## src/tpw_pkg.sv

```systemverilog
// Package: register map, reset values and state records of the PWM timing core
package tpw_pkg;

   // ------------------------------------------------------------
   // Register bus widths
   // ------------------------------------------------------------
   localparam int ADDR_W = 4;
   localparam int DATA_W = 16;

   // ------------------------------------------------------------
   // Register offsets (word index on the plain register port)
   // ------------------------------------------------------------
   localparam logic [3:0] ADDR_HALF_PERIOD  = 4'h0;
   localparam logic [3:0] ADDR_DEAD_TIME    = 4'h1;
   localparam logic [3:0] ADDR_PULSE_DEL    = 4'h2;
   localparam logic [3:0] ADDR_SYNC_WIDTH   = 4'h3;
   localparam logic [3:0] ADDR_PHASE_A_DUTY = 4'h4;
   localparam logic [3:0] ADDR_PHASE_B_DUTY = 4'h5;
   localparam logic [3:0] ADDR_PHASE_C_DUTY = 4'h6;
   localparam logic [3:0] ADDR_OUT_SEGMENT  = 4'h7;
   localparam logic [3:0] ADDR_MODE_CTRL    = 4'h8;
   localparam logic [3:0] ADDR_SYS_STATUS   = 4'h9;

   // ------------------------------------------------------------
   // Field positions
   // ------------------------------------------------------------
   localparam int MODE_DOUBLE_BIT  = 6;
   localparam int STAT_RUN_BIT     = 0;
   localparam int STAT_HALF_BIT    = 3;
   localparam int SEG_CROSS_LSB    = 6;

   // ------------------------------------------------------------
   // Field widths and reset values
   // ------------------------------------------------------------
   localparam int PERIOD_W = 16;
   localparam int DEAD_W   = 10;
   localparam int SYNCW_W  = 8;
   localparam int SEG_W    = 9;
   localparam int PHASES   = 3;

   localparam logic [7:0]  RST_SYNC_WIDTH = 8'h27;
   localparam logic [15:0] RST_ZERO16     = 16'h0000;
   localparam logic [9:0]  RST_ZERO10     = 10'h000;
   localparam logic [8:0]  RST_SEGMENT    = 9'h03F;

   // ------------------------------------------------------------
   // Timing: one tick is one clock cycle
   // ------------------------------------------------------------
   localparam int CLK_PERIOD_NS = 10;
   localparam int TICK_NS       = 10;
   localparam int TICK_CYCLES   = (TICK_NS + CLK_PERIOD_NS - 1) / CLK_PERIOD_NS;
   localparam int DEAD_STEP     = 2;

   // ------------------------------------------------------------
   // State records
   // ------------------------------------------------------------
   typedef struct packed {
      logic                            prev_raw;
      logic [DEAD_W:0]                 dcnt;
      logic                            high;
      logic                            low;
   } tpw_dead_t;

   typedef struct packed {
      logic [PERIOD_W-1:0]             tm_sh;
      logic [DEAD_W-1:0]               dt_sh;
      logic [PERIOD_W-1:0]             pd_sh;
      logic [SYNCW_W-1:0]              sw_sh;
      logic [PHASES-1:0][PERIOD_W-1:0] duty_sh;
      logic [SEG_W-1:0]                seg_sh;
      logic                            mode_dbl;
      logic [3:0]                      written;
      logic                            running;
      logic [PERIOD_W-1:0]             tm_act;
      logic [DEAD_W-1:0]               dt_act;
      logic [PERIOD_W-1:0]             pd_act;
      logic [SYNCW_W-1:0]              sw_act;
      logic [PHASES-1:0][PERIOD_W-1:0] duty_act;
      logic [SEG_W-1:0]                seg_act;
      logic [PERIOD_W-1:0]             cnt;
      logic                            half;
      logic                            sync;
      logic [SYNCW_W-1:0]              sync_cnt;
      logic                            irq;
      logic [DATA_W-1:0]               rdata;
      logic [5:0]                      drive;
   } tpw_core_t;

endpackage

```

## src/tpw_dead_time.sv

```systemverilog
// Dead-time inserter for one complementary output pair
`timescale 1ns/1ps
module tpw_dead_time
(
   input  wire logic                      clk_in,
   input  wire logic                      rst_in,
   input  wire logic                      run_in,
   input  wire logic                      raw_in,
   input  wire logic [tpw_pkg::DEAD_W-1:0] dead_in,
   output logic                           high_out,
   output logic                           low_out
);

   tpw_pkg::tpw_dead_t st_r;
   tpw_pkg::tpw_dead_t st_nxt;

   // ------------------------------------------------------------
   // Next state
   // ------------------------------------------------------------
   always_comb
   begin
      st_nxt          = st_r;
      st_nxt.prev_raw = raw_in;
      if (!run_in)
      begin
         st_nxt.dcnt = '0;
         st_nxt.high = 1'b0;
         st_nxt.low  = 1'b0;
      end
      else
      begin
         if (raw_in != st_r.prev_raw)
         begin
            st_nxt.dcnt = {dead_in, 1'b0};
         end
         else if (st_r.dcnt != '0)
         begin
            st_nxt.dcnt = st_r.dcnt - 1'b1;
         end
         // Turn-on waits out the delay, turn-off is immediate
         st_nxt.high = raw_in && (st_nxt.dcnt == '0);
         st_nxt.low  = !raw_in && (st_nxt.dcnt == '0);
      end
   end

   always_ff @(posedge clk_in)
   begin
      if (rst_in)
      begin
         st_r <= '0;
      end
      else
      begin
         st_r <= st_nxt;
      end
   end

   assign high_out = st_r.high;
   assign low_out  = st_r.low;

   // ------------------------------------------------------------
   // Checks
   // ------------------------------------------------------------
   property p_zero_dead;
      @(posedge clk_in) disable iff (rst_in)
      run_in && dead_in == '0 && raw_in && st_r.dcnt == '0 |=> high_out;
   endproperty
   a_zero_dead: assert property (p_zero_dead) else $error("zero dead time delayed");

   property p_dead_hold;
      @(posedge clk_in) disable iff (rst_in)
      run_in && dead_in != '0 && raw_in && !st_r.prev_raw |=> !high_out && !low_out;
   endproperty
   a_dead_hold: assert property (p_dead_hold) else $error("dead time not inserted");

   property p_no_overlap;
      @(posedge clk_in) disable iff (rst_in)
      !(high_out && low_out);
   endproperty
   a_no_overlap: assert property (p_no_overlap) else $error("both sides on");

endmodule

```

## src/tpw_timing_core.sv

```systemverilog
// Three-phase centre-based PWM timing core with register port
//
// Decided for this implementation: the register addresses and the strobed register port.
`timescale 1ns/1ps
module tpw_timing_core
(
   input  wire logic                       clk_in,
   input  wire logic                       rst_in,
   input  wire logic [tpw_pkg::ADDR_W-1:0] reg_addr_in,
   input  wire logic [tpw_pkg::DATA_W-1:0] reg_wdata_in,
   input  wire logic                       reg_wr_in,
   input  wire logic                       reg_rd_in,
   output logic      [tpw_pkg::DATA_W-1:0] reg_rdata_out,
   output logic                            phase_a_high_drive_out,
   output logic                            phase_a_low_drive_out,
   output logic                            phase_b_high_drive_out,
   output logic                            phase_b_low_drive_out,
   output logic                            phase_c_high_drive_out,
   output logic                            phase_c_low_drive_out,
   output logic                            period_sync_pulse_out,
   output logic                            sync_irq_out,
   output logic                            second_half_out
);

   tpw_pkg::tpw_core_t st_r;
   tpw_pkg::tpw_core_t st_nxt;

   logic [tpw_pkg::PHASES-1:0] raw;
   logic [tpw_pkg::PHASES-1:0] dt_high;
   logic [tpw_pkg::PHASES-1:0] dt_low;

   // ------------------------------------------------------------
   // Centre-based comparison and dead-time stages
   // ------------------------------------------------------------
   genvar g;
   generate
      for (g = 0; g < tpw_pkg::PHASES; g++)
      begin : g_phase
         // High side on while counter is within duty of the centre
         assign raw[g] = ({1'b0, st_r.cnt} + {1'b0, st_r.duty_act[g]})
                         >= {1'b0, st_r.tm_act};

         tpw_dead_time u_dead
         (
            .clk_in   (clk_in),
            .rst_in   (rst_in),
            .run_in   (st_r.running),
            .raw_in   (raw[g]),
            .dead_in  (st_r.dt_act),
            .high_out (dt_high[g]),
            .low_out  (dt_low[g])
         );
      end
   endgenerate

   // ------------------------------------------------------------
   // Next state
   // ------------------------------------------------------------
   logic                         load;
   logic                         start_evt;
   logic                         mid_evt;
   logic [tpw_pkg::PERIOD_W-1:0] tm_m1;
   logic [tpw_pkg::PERIOD_W-1:0] new_tm;
   logic                         sel_hi;
   logic                         sel_lo;

   always_comb
   begin
      st_nxt    = st_r;
      load      = 1'b0;
      start_evt = 1'b0;
      mid_evt   = 1'b0;
      tm_m1     = '0;
      new_tm    = '0;
      sel_hi    = 1'b0;
      sel_lo    = 1'b0;

      // Register writes
      if (reg_wr_in)
      begin
         unique case (reg_addr_in)
            tpw_pkg::ADDR_HALF_PERIOD:
            begin
               st_nxt.tm_sh      = reg_wdata_in;
               st_nxt.written[0] = 1'b1;
            end
            tpw_pkg::ADDR_DEAD_TIME:
            begin
               st_nxt.dt_sh = reg_wdata_in[tpw_pkg::DEAD_W-1:0];
            end
            tpw_pkg::ADDR_PULSE_DEL:
            begin
               st_nxt.pd_sh = reg_wdata_in;
            end
            tpw_pkg::ADDR_SYNC_WIDTH:
            begin
               st_nxt.sw_sh = reg_wdata_in[tpw_pkg::SYNCW_W-1:0];
            end
            tpw_pkg::ADDR_PHASE_A_DUTY:
            begin
               st_nxt.duty_sh[0] = reg_wdata_in;
               st_nxt.written[1] = 1'b1;
            end
            tpw_pkg::ADDR_PHASE_B_DUTY:
            begin
               st_nxt.duty_sh[1] = reg_wdata_in;
               st_nxt.written[2] = 1'b1;
            end
            tpw_pkg::ADDR_PHASE_C_DUTY:
            begin
               st_nxt.duty_sh[2] = reg_wdata_in;
               st_nxt.written[3] = 1'b1;
            end
            tpw_pkg::ADDR_OUT_SEGMENT:
            begin
               st_nxt.seg_sh = reg_wdata_in[tpw_pkg::SEG_W-1:0];
            end
            tpw_pkg::ADDR_MODE_CTRL:
            begin
               st_nxt.mode_dbl = reg_wdata_in[tpw_pkg::MODE_DOUBLE_BIT];
            end
            default:
            begin
            end
         endcase
      end

      // Register reads, answered in the next cycle
      st_nxt.rdata = '0;
      if (reg_rd_in)
      begin
         unique case (reg_addr_in)
            tpw_pkg::ADDR_HALF_PERIOD:  st_nxt.rdata = st_r.tm_sh;
            tpw_pkg::ADDR_DEAD_TIME:    st_nxt.rdata = {6'h00, st_r.dt_sh};
            tpw_pkg::ADDR_PULSE_DEL:    st_nxt.rdata = st_r.pd_sh;
            tpw_pkg::ADDR_SYNC_WIDTH:   st_nxt.rdata = {8'h00, st_r.sw_sh};
            tpw_pkg::ADDR_PHASE_A_DUTY: st_nxt.rdata = st_r.duty_sh[0];
            tpw_pkg::ADDR_PHASE_B_DUTY: st_nxt.rdata = st_r.duty_sh[1];
            tpw_pkg::ADDR_PHASE_C_DUTY: st_nxt.rdata = st_r.duty_sh[2];
            tpw_pkg::ADDR_OUT_SEGMENT:  st_nxt.rdata = {7'h00, st_r.seg_sh};
            tpw_pkg::ADDR_MODE_CTRL:
            begin
               st_nxt.rdata[tpw_pkg::MODE_DOUBLE_BIT] = st_r.mode_dbl;
            end
            tpw_pkg::ADDR_SYS_STATUS:
            begin
               st_nxt.rdata[tpw_pkg::STAT_HALF_BIT] = st_r.half;
               st_nxt.rdata[tpw_pkg::STAT_RUN_BIT]  = st_r.running;
            end
            default:
            begin
               st_nxt.rdata = '0;
            end
         endcase
      end

      // Timer start once period and all duties are written
      if (!st_r.running)
      begin
         if (&st_r.written)
         begin
            st_nxt.running = 1'b1;
            start_evt      = 1'b1;
            load           = 1'b1;
         end
      end
      else if (!st_r.half)
      begin
         // Rising half: count up to one below the half-period value
         tm_m1 = st_r.tm_act - 1'b1;
         if (st_r.cnt >= tm_m1 || st_r.tm_act == '0)
         begin
            st_nxt.half = 1'b1;
            mid_evt     = 1'b1;
            load        = st_r.mode_dbl;
         end
         else
         begin
            st_nxt.cnt = st_r.cnt + 1'b1;
         end
      end
      else
      begin
         // Falling half: count back down to zero
         if (st_r.cnt == '0)
         begin
            st_nxt.half = 1'b0;
            start_evt   = 1'b1;
            load        = 1'b1;
         end
         else
         begin
            st_nxt.cnt = st_r.cnt - 1'b1;
         end
      end

      // Shadow to active transfer on each sync rising edge
      if (load)
      begin
         st_nxt.tm_act   = st_nxt.tm_sh;
         st_nxt.dt_act   = st_nxt.dt_sh;
         st_nxt.pd_act   = st_nxt.pd_sh;
         st_nxt.sw_act   = st_nxt.sw_sh;
         st_nxt.duty_act = st_nxt.duty_sh;
         st_nxt.seg_act  = st_nxt.seg_sh;
         st_nxt.sync     = 1'b1;
         st_nxt.sync_cnt = st_nxt.sw_sh;
         st_nxt.irq      = 1'b1;
         new_tm          = st_nxt.tm_sh;
         if (start_evt)
         begin
            st_nxt.cnt = '0;
         end
         else if (mid_evt && new_tm != '0)
         begin
            st_nxt.cnt = new_tm - 1'b1;
         end
         else
         begin
            st_nxt.cnt = '0;
         end
      end
      else
      begin
         st_nxt.irq = 1'b0;
         if (st_r.sync)
         begin
            if (st_r.sync_cnt != '0)
            begin
               st_nxt.sync_cnt = st_r.sync_cnt - 1'b1;
            end
            else
            begin
               st_nxt.sync = 1'b0;
            end
         end
      end

      // Output steering: crossover and per-output enable
      for (int p = 0; p < tpw_pkg::PHASES; p++)
      begin
         if (st_r.seg_act[tpw_pkg::SEG_CROSS_LSB + p])
         begin
            sel_hi = dt_low[p];
            sel_lo = dt_high[p];
         end
         else
         begin
            sel_hi = dt_high[p];
            sel_lo = dt_low[p];
         end
         st_nxt.drive[2*p]   = st_r.running && st_r.seg_act[2*p] && sel_hi;
         st_nxt.drive[2*p+1] = st_r.running && st_r.seg_act[2*p+1] && sel_lo;
      end
   end

   // ------------------------------------------------------------
   // State register
   // ------------------------------------------------------------
   always_ff @(posedge clk_in)
   begin
      if (rst_in)
      begin
         st_r          <= '0;
         st_r.sw_sh    <= tpw_pkg::RST_SYNC_WIDTH;
         st_r.sw_act   <= tpw_pkg::RST_SYNC_WIDTH;
         st_r.seg_sh   <= tpw_pkg::RST_SEGMENT;
         st_r.seg_act  <= tpw_pkg::RST_SEGMENT;
         st_r.mode_dbl <= 1'b0;
      end
      else
      begin
         st_r <= st_nxt;
      end
   end

   // ------------------------------------------------------------
   // Outputs
   // ------------------------------------------------------------
   assign reg_rdata_out          = st_r.rdata;
   assign phase_a_high_drive_out = st_r.drive[0];
   assign phase_a_low_drive_out  = st_r.drive[1];
   assign phase_b_high_drive_out = st_r.drive[2];
   assign phase_b_low_drive_out  = st_r.drive[3];
   assign phase_c_high_drive_out = st_r.drive[4];
   assign phase_c_low_drive_out  = st_r.drive[5];
   assign period_sync_pulse_out  = st_r.sync;
   assign sync_irq_out           = st_r.irq;
   assign second_half_out        = st_r.half;

   // ------------------------------------------------------------
   // Checks
   // ------------------------------------------------------------
   property p_sync_hold;
      @(posedge clk_in) disable iff (rst_in)
      period_sync_pulse_out && st_r.sync_cnt != '0 && !load |=> period_sync_pulse_out;
   endproperty
   a_sync_hold: assert property (p_sync_hold) else $error("sync pulse ended early");

   property p_sync_end;
      @(posedge clk_in) disable iff (rst_in)
      period_sync_pulse_out && st_r.sync_cnt == '0 && !load |=> !period_sync_pulse_out;
   endproperty
   a_sync_end: assert property (p_sync_end) else $error("sync pulse too long");

   property p_mode_reset;
      @(posedge clk_in)
      rst_in |=> !st_r.mode_dbl && st_r.sw_sh == tpw_pkg::RST_SYNC_WIDTH;
   endproperty
   a_mode_reset: assert property (p_mode_reset) else $error("reset values wrong");

   property p_single_sync;
      @(posedge clk_in) disable iff (rst_in)
      $rose(st_r.half) && !$past(st_r.mode_dbl) |-> !st_r.irq;
   endproperty
   a_single_sync: assert property (p_single_sync) else $error("midpoint sync in single");

   property p_double_mid;
      @(posedge clk_in) disable iff (rst_in)
      $rose(st_r.half) && $past(st_r.mode_dbl) |-> st_r.irq && period_sync_pulse_out;
   endproperty
   a_double_mid: assert property (p_double_mid) else $error("midpoint sync missing");

   property p_irq_sync;
      @(posedge clk_in) disable iff (rst_in)
      sync_irq_out |-> period_sync_pulse_out && st_r.sync_cnt == st_r.sw_act;
   endproperty
   a_irq_sync: assert property (p_irq_sync) else $error("irq without sync");

   property p_idle_quiet;
      @(posedge clk_in) disable iff (rst_in)
      !st_r.running |-> st_r.drive == '0 && !period_sync_pulse_out;
   endproperty
   a_idle_quiet: assert property (p_idle_quiet) else $error("output before start");

   property p_cnt_range;
      @(posedge clk_in) disable iff (rst_in)
      st_r.running && st_r.tm_act != '0 |-> st_r.cnt < st_r.tm_act;
   endproperty
   a_cnt_range: assert property (p_cnt_range) else $error("counter past half period");

endmodule

```

## config.mk

```make
export PLATFORM = sky130hd
export DESIGN_NAME = tpw_timing_core
export DESIGN_NICKNAME = d
export VERILOG_FILES = /design/src/tpw_pkg.sv /design/src/tpw_dead_time.sv /design/src/tpw_timing_core.sv
export SDC_FILE = /design/constraint.sdc
export NUM_CORES = 1
export LEC_CHECK = 0
export BUFFER_PORTS_ARGS = -buffer_cell sky130_fd_sc_hd__buf_4
export CAP_MARGIN = 20
export CORE_UTILIZATION = 50
export DETAILED_ROUTE_END_ITERATION = 12
export GPL_TIMING_DRIVEN = 0
export PLACE_DENSITY = 0.65
export SYNTH_ARGS = -nofsm -noshare
export SYNTH_HDL_FRONTEND = slang
export SYNTH_SLANG_ARGS = --single-unit
```

## constraint.sdc

```tcl
create_clock -name clk_in -period 5.1 [get_ports clk_in]
set_input_delay 1.53 -clock clk_in [delete_from_list [all_inputs] [get_ports clk_in]]
set_output_delay 1.53 -clock clk_in [all_outputs]
set_load 0.01 [all_outputs]
```

==> results.json <==
{
  "synthesis.nets": 2134,
  "global_route_wire_length_before_repair_mm": 85.0,
  "postSynthRegisterBits": 287,
  "power.internal_uw": 3740,
  "synthesis.yosys.warnings": 0,
  "place.port_buffers": 34,
  "place.detailed.instances": 2447,
  "timing.critical_path.buf_inv": 2,
  "timing.critical_path.from_type": "flop",
  "number_of_antenna_violations_at_the_first_check_in_global_routing": 0,
  "finish.cell_count_without_fillers": 2515,
  "via_count": 15501,
  "hold_path_class": "reg -> reg",
  "clock_sinks": 287,
  "async_reset_ff_share_pct": 0,
  "cp-end-kind": "flop",
  "post_synth_edffs": 0,
  "place_hpwl_mm": 43.6,
  "number_of_instances_in_the_synthesized_netlist": 1968,
  "antenna_cells": 0,
  "drt-total-wl_mm": 56.8,
  "finalWeightedCongestion": 0.976,
  "number_of_vias_per_cell": 6.16,
  "maxcap_violations": 0,
  "area_growth_syn_to_layout_pct": 12.4,
  "dieArea_um2": 34500,
  "first_iter_violations": 1365,
  "proportion_of_layout_cells_with_a_drive_suffix_above_1_pct": 9.21,
  "finalSetupViolCount": 0,
  "maximum_resistive_drop_on_vdd_v": 0.000294,
  "grt_util_all_layers_pct": 32.7,
  "netlist_area_um2": 16900,
  "globalRouteOverflowTotal": 0,
  "power_switching_uw": 1160,
  "worstSkewPairLatency_ns": 0.60,
  "p_sw_share_pct": 23.6,
  "layout.nets": 2214,
  "path_max_fanout": 8,
  "die_height_um": 186,
  "clock-root-buffer": "clkbuf_16",
  "cts.clk_slew.worst_paths_ns": 0.06,
  "run_status": "completed",
  "powerDensity_nw_per_um2": 258,
  "timing.final.max_slew_violations": 0,
  "tritoncts": "built",
  "critical-path-max-stage-delay_ns": 0.49,
  "ios": 49,
  "portion_of_total_power_attributed_to_the_clock_network_pct": 49.0,
  "ys.flop_type": "dfxtp_1",
  "crit_path_cell_chain": "clkinvlp_4, fa_1, nor2b_2, o31ai_1, a21oi_1, nor2_1, o311a_1, a21oi_1, xor2_1, ha_1, nor2b_1, a2111oi_2, a31oi_1, a2111oi_2, o311a_1, xnor2_2, buf_4, mux2i_1",
  "finalCriticalPeriod_ns": 4.85,
  "cts_buffer_depth": 3,
  "drcViolationCount": 0,
  "combPwrFrac_pct": 4.7,
  "leakagePower_uw": 0.00827,
  "dpl-instance-area_um2": 17700,
  "finalClockSkew_ns": 0.0217,
  "initial_utilization_pct": 51.3,
  "hold-worst-slack_ns": 0.453,
  "timing_worst_setup_path_type": "reg -> reg",
  "fp-row-count": 66,
  "max_freq_ghz": 0.206,
  "rsz_0062_raised_after_global_routing": "no",
  "first_global_vias": 14323,
  "synth_area_per_cell_um2": 8.57,
  "data_required_time_of_the_critical_path_ns": 5.61,
  "largest_net_degree_at_the_start_of_global_routing": 21,
  "drt-wirelength-per-cell_um": 22.6,
  "cts-buffers-inserted": 31,
  "pwr-share-seq_pct": 46.2,
  "core_area_um2": 32900,
  "synth-seq-area-share_pct": 34.1,
  "period_utilization_post_route_pct": 95.1,
  "slowest_stage": "fa_1",
  "htree_num_levels": 1,
  "timing.critical_path.max_delay_family": "compound AO/OA/AOI/OAI gates",
  "tightest_slew_ns": 1.06,
  "hold_viol": 0,
  "critical_path_arrival_ns": 5.37,
  "maxSlewHeadroom_pct": 29.1,
  "detail_route.first_pass.iterations": 5,
  "ant_nets": 0,
  "number_of_distinct_library_cells_after_synthesis": 83,
  "floorplan.die.width_um": 186,
  "fin_area_um2": 19000
}
area by class of cell:
type | instances | area [um^2]
fillers | 3123 | 13900
repair buffers | 47 | 348
plain buffers | 113 | 543
multi-input cells | 1510 | 10400
well taps | 442 | 553
clock buffers | 42 | 887
clock inverters | 16 | 205
inverters | 58 | 221
flip-flops and latches | 287 | 5760
power by group through the flow:
stage          Combinational [uW]  Sequential (uW)  Clock (uW)
6_report                      233             2270        2400
5_1_grt                       243             2260        2500
4_1_cts                       223             2270        2410
3_5_place_dp                  222             2320           0
3_3_place_gp                  220             2320           0
2_1_floorplan                 137             2310           0
state kept, by name (all words and copies together), names as in the netlist, 3 cells and up:
name                     flops
g_phase.u_dead.st_r         36
st_r                       220
g_phase.u_dead.low_out       3
reg_rdata_out               16
g_phase.u_dead.high_out      3
Yosys cell counts, drive strengths merged (18+ instances only):
| cell | number | share of area [%] |
|---|---|---|
| nor4 | 24 | 1.0 |
| ha | 138 | 10 |
| o21ai | 53 | 1.6 |
| or4 | 19 | 0.88 |
| a21o | 25 | 1.1 |
| mux2i | 118 | 7.0 |
| nand2b | 26 | 0.96 |
| nand2 | 127 | 2.8 |
| xor2 | 20 | 1.0 |
| dfxtp | 287 | 34 |
| nand3 | 31 | 0.92 |
| inv | 58 | 1.3 |
| a21oi | 89 | 2.6 |
| buf | 42 | 1.5 |
| a211oi | 108 | 4.8 |
| xnor2 | 79 | 4.1 |
| or3 | 19 | 0.75 |
| clkbuf | 71 | 1.6 |
| nor2 | 284 | 6.3 |
| a31oi | 18 | 0.67 |
| a22oi | 47 | 2.1 |
| nor3 | 84 | 2.6 |
worst register-to-register path, stage by stage, from the launching register on:
cell        delay [ns]
dfxtp_4           0.45
clkinvlp_4        0.17
fa_1              0.49
nor2b_2           0.15
o31ai_1           0.11
a21oi_1           0.23
nor2_1            0.10
o311a_1           0.39
a21oi_1           0.17
xor2_1            0.24
ha_1              0.29
nor2b_1           0.15
a2111oi_2         0.37
a31oi_1           0.15
a2111oi_2         0.37
o311a_1           0.35
xnor2_2           0.19
buf_4             0.21
mux2i_1           0.18
cell families (layout without fill, tap and decap cells):
group / Yosys count / count (layout) / synth area share [%]
AOI/OAI and AO/OA: 469 / 469 / 19.5
xor gates and xnor gates: 99 / 99 / 5.14
adders and majority gates: 142 / 142 / 10.7
buffers and inverters: 171 / 276 / 4.45
DFF: 287 / 287 / 34.1
muxes: 121 / 121 / 7.20
and+or+nand+nor: 679 / 679 / 19.0
worst paths after layout:
path                                    end      from  slack [ns]  cells past startpoint
setup / recovery  g_phase[2].u_dead.st_r[7]  st_r[34]        0.25                     18
hold / removal        phase_a_low_drive_out  st_r[50]        0.45                      2
hold reg to reg       phase_a_low_drive_out  st_r[50]        0.45                      2
setup reg to reg  g_phase[2].u_dead.st_r[7]  st_r[34]        0.25                     18
layout by cell type (no fill, tap or decap), types with 8 or more instances in the layout:
cell type	netlist	routed
a21o_1	25	25
clkbuf_8	1	8
o21ai_0	53	52
buf_2	22	23
buf_4	19	64
clkbuf_1	70	72
or4_1	17	17
xor2_1	20	20
dfxtp_1	287	280
a31oi_1	18	18
a22oi_1	47	47
clkinv_2	0	8
or3_1	16	16
a21oi_1	89	88
nand2_1	127	127
a221oi_1	14	14
o21a_1	17	17
nand4_1	15	15
nor2b_1	12	11
nand2b_1	26	26
nor3_1	82	82
ha_1	138	137
xnor2_1	79	78
nand3_1	31	31
mux2i_1	118	118
inv_1	58	57
and3_1	9	9
clkbuf_16	0	31
a211o_1	10	10
a211oi_1	108	107
nor4_1	22	22
nor2_1	283	283
per-layer routing:
layer	vias to the layer above	share of wire, %	GRT usage, %
met5	-	0	0
met4	0	4.5	13.2
met3	130	8.3	5.91
met2	604	43	50.1
met1	7418	45	45.3
li1	7349	-	-
repair_timing:
| action | in CTS | in global routing |
|---|---|---|
| pin swaps | 3 | 5 |
| setup endpoints to repair | 38 | 34 |
| hold buffers | 0 | 0 |
| gates resized for setup | 13 | 25 |
| gates cloned | 0 | 1 |
| buffers inserted | 5 | 3 |
stage by stage:
stage	setup WS [ns]	power (uW)	setup TNS [ns]	util [%]
floorplan	0.349	2450	0	-
global placement	-0.804	2530	-22.90	53.8
detailed placement	-0.801	2540	-24.48	53.8
CTS	0.0407	4900	0	57.4
global route	0.00164	5010	0	57.7
finish	0.248	4900	0	57.7
Power figures use the tool's default switching activity.
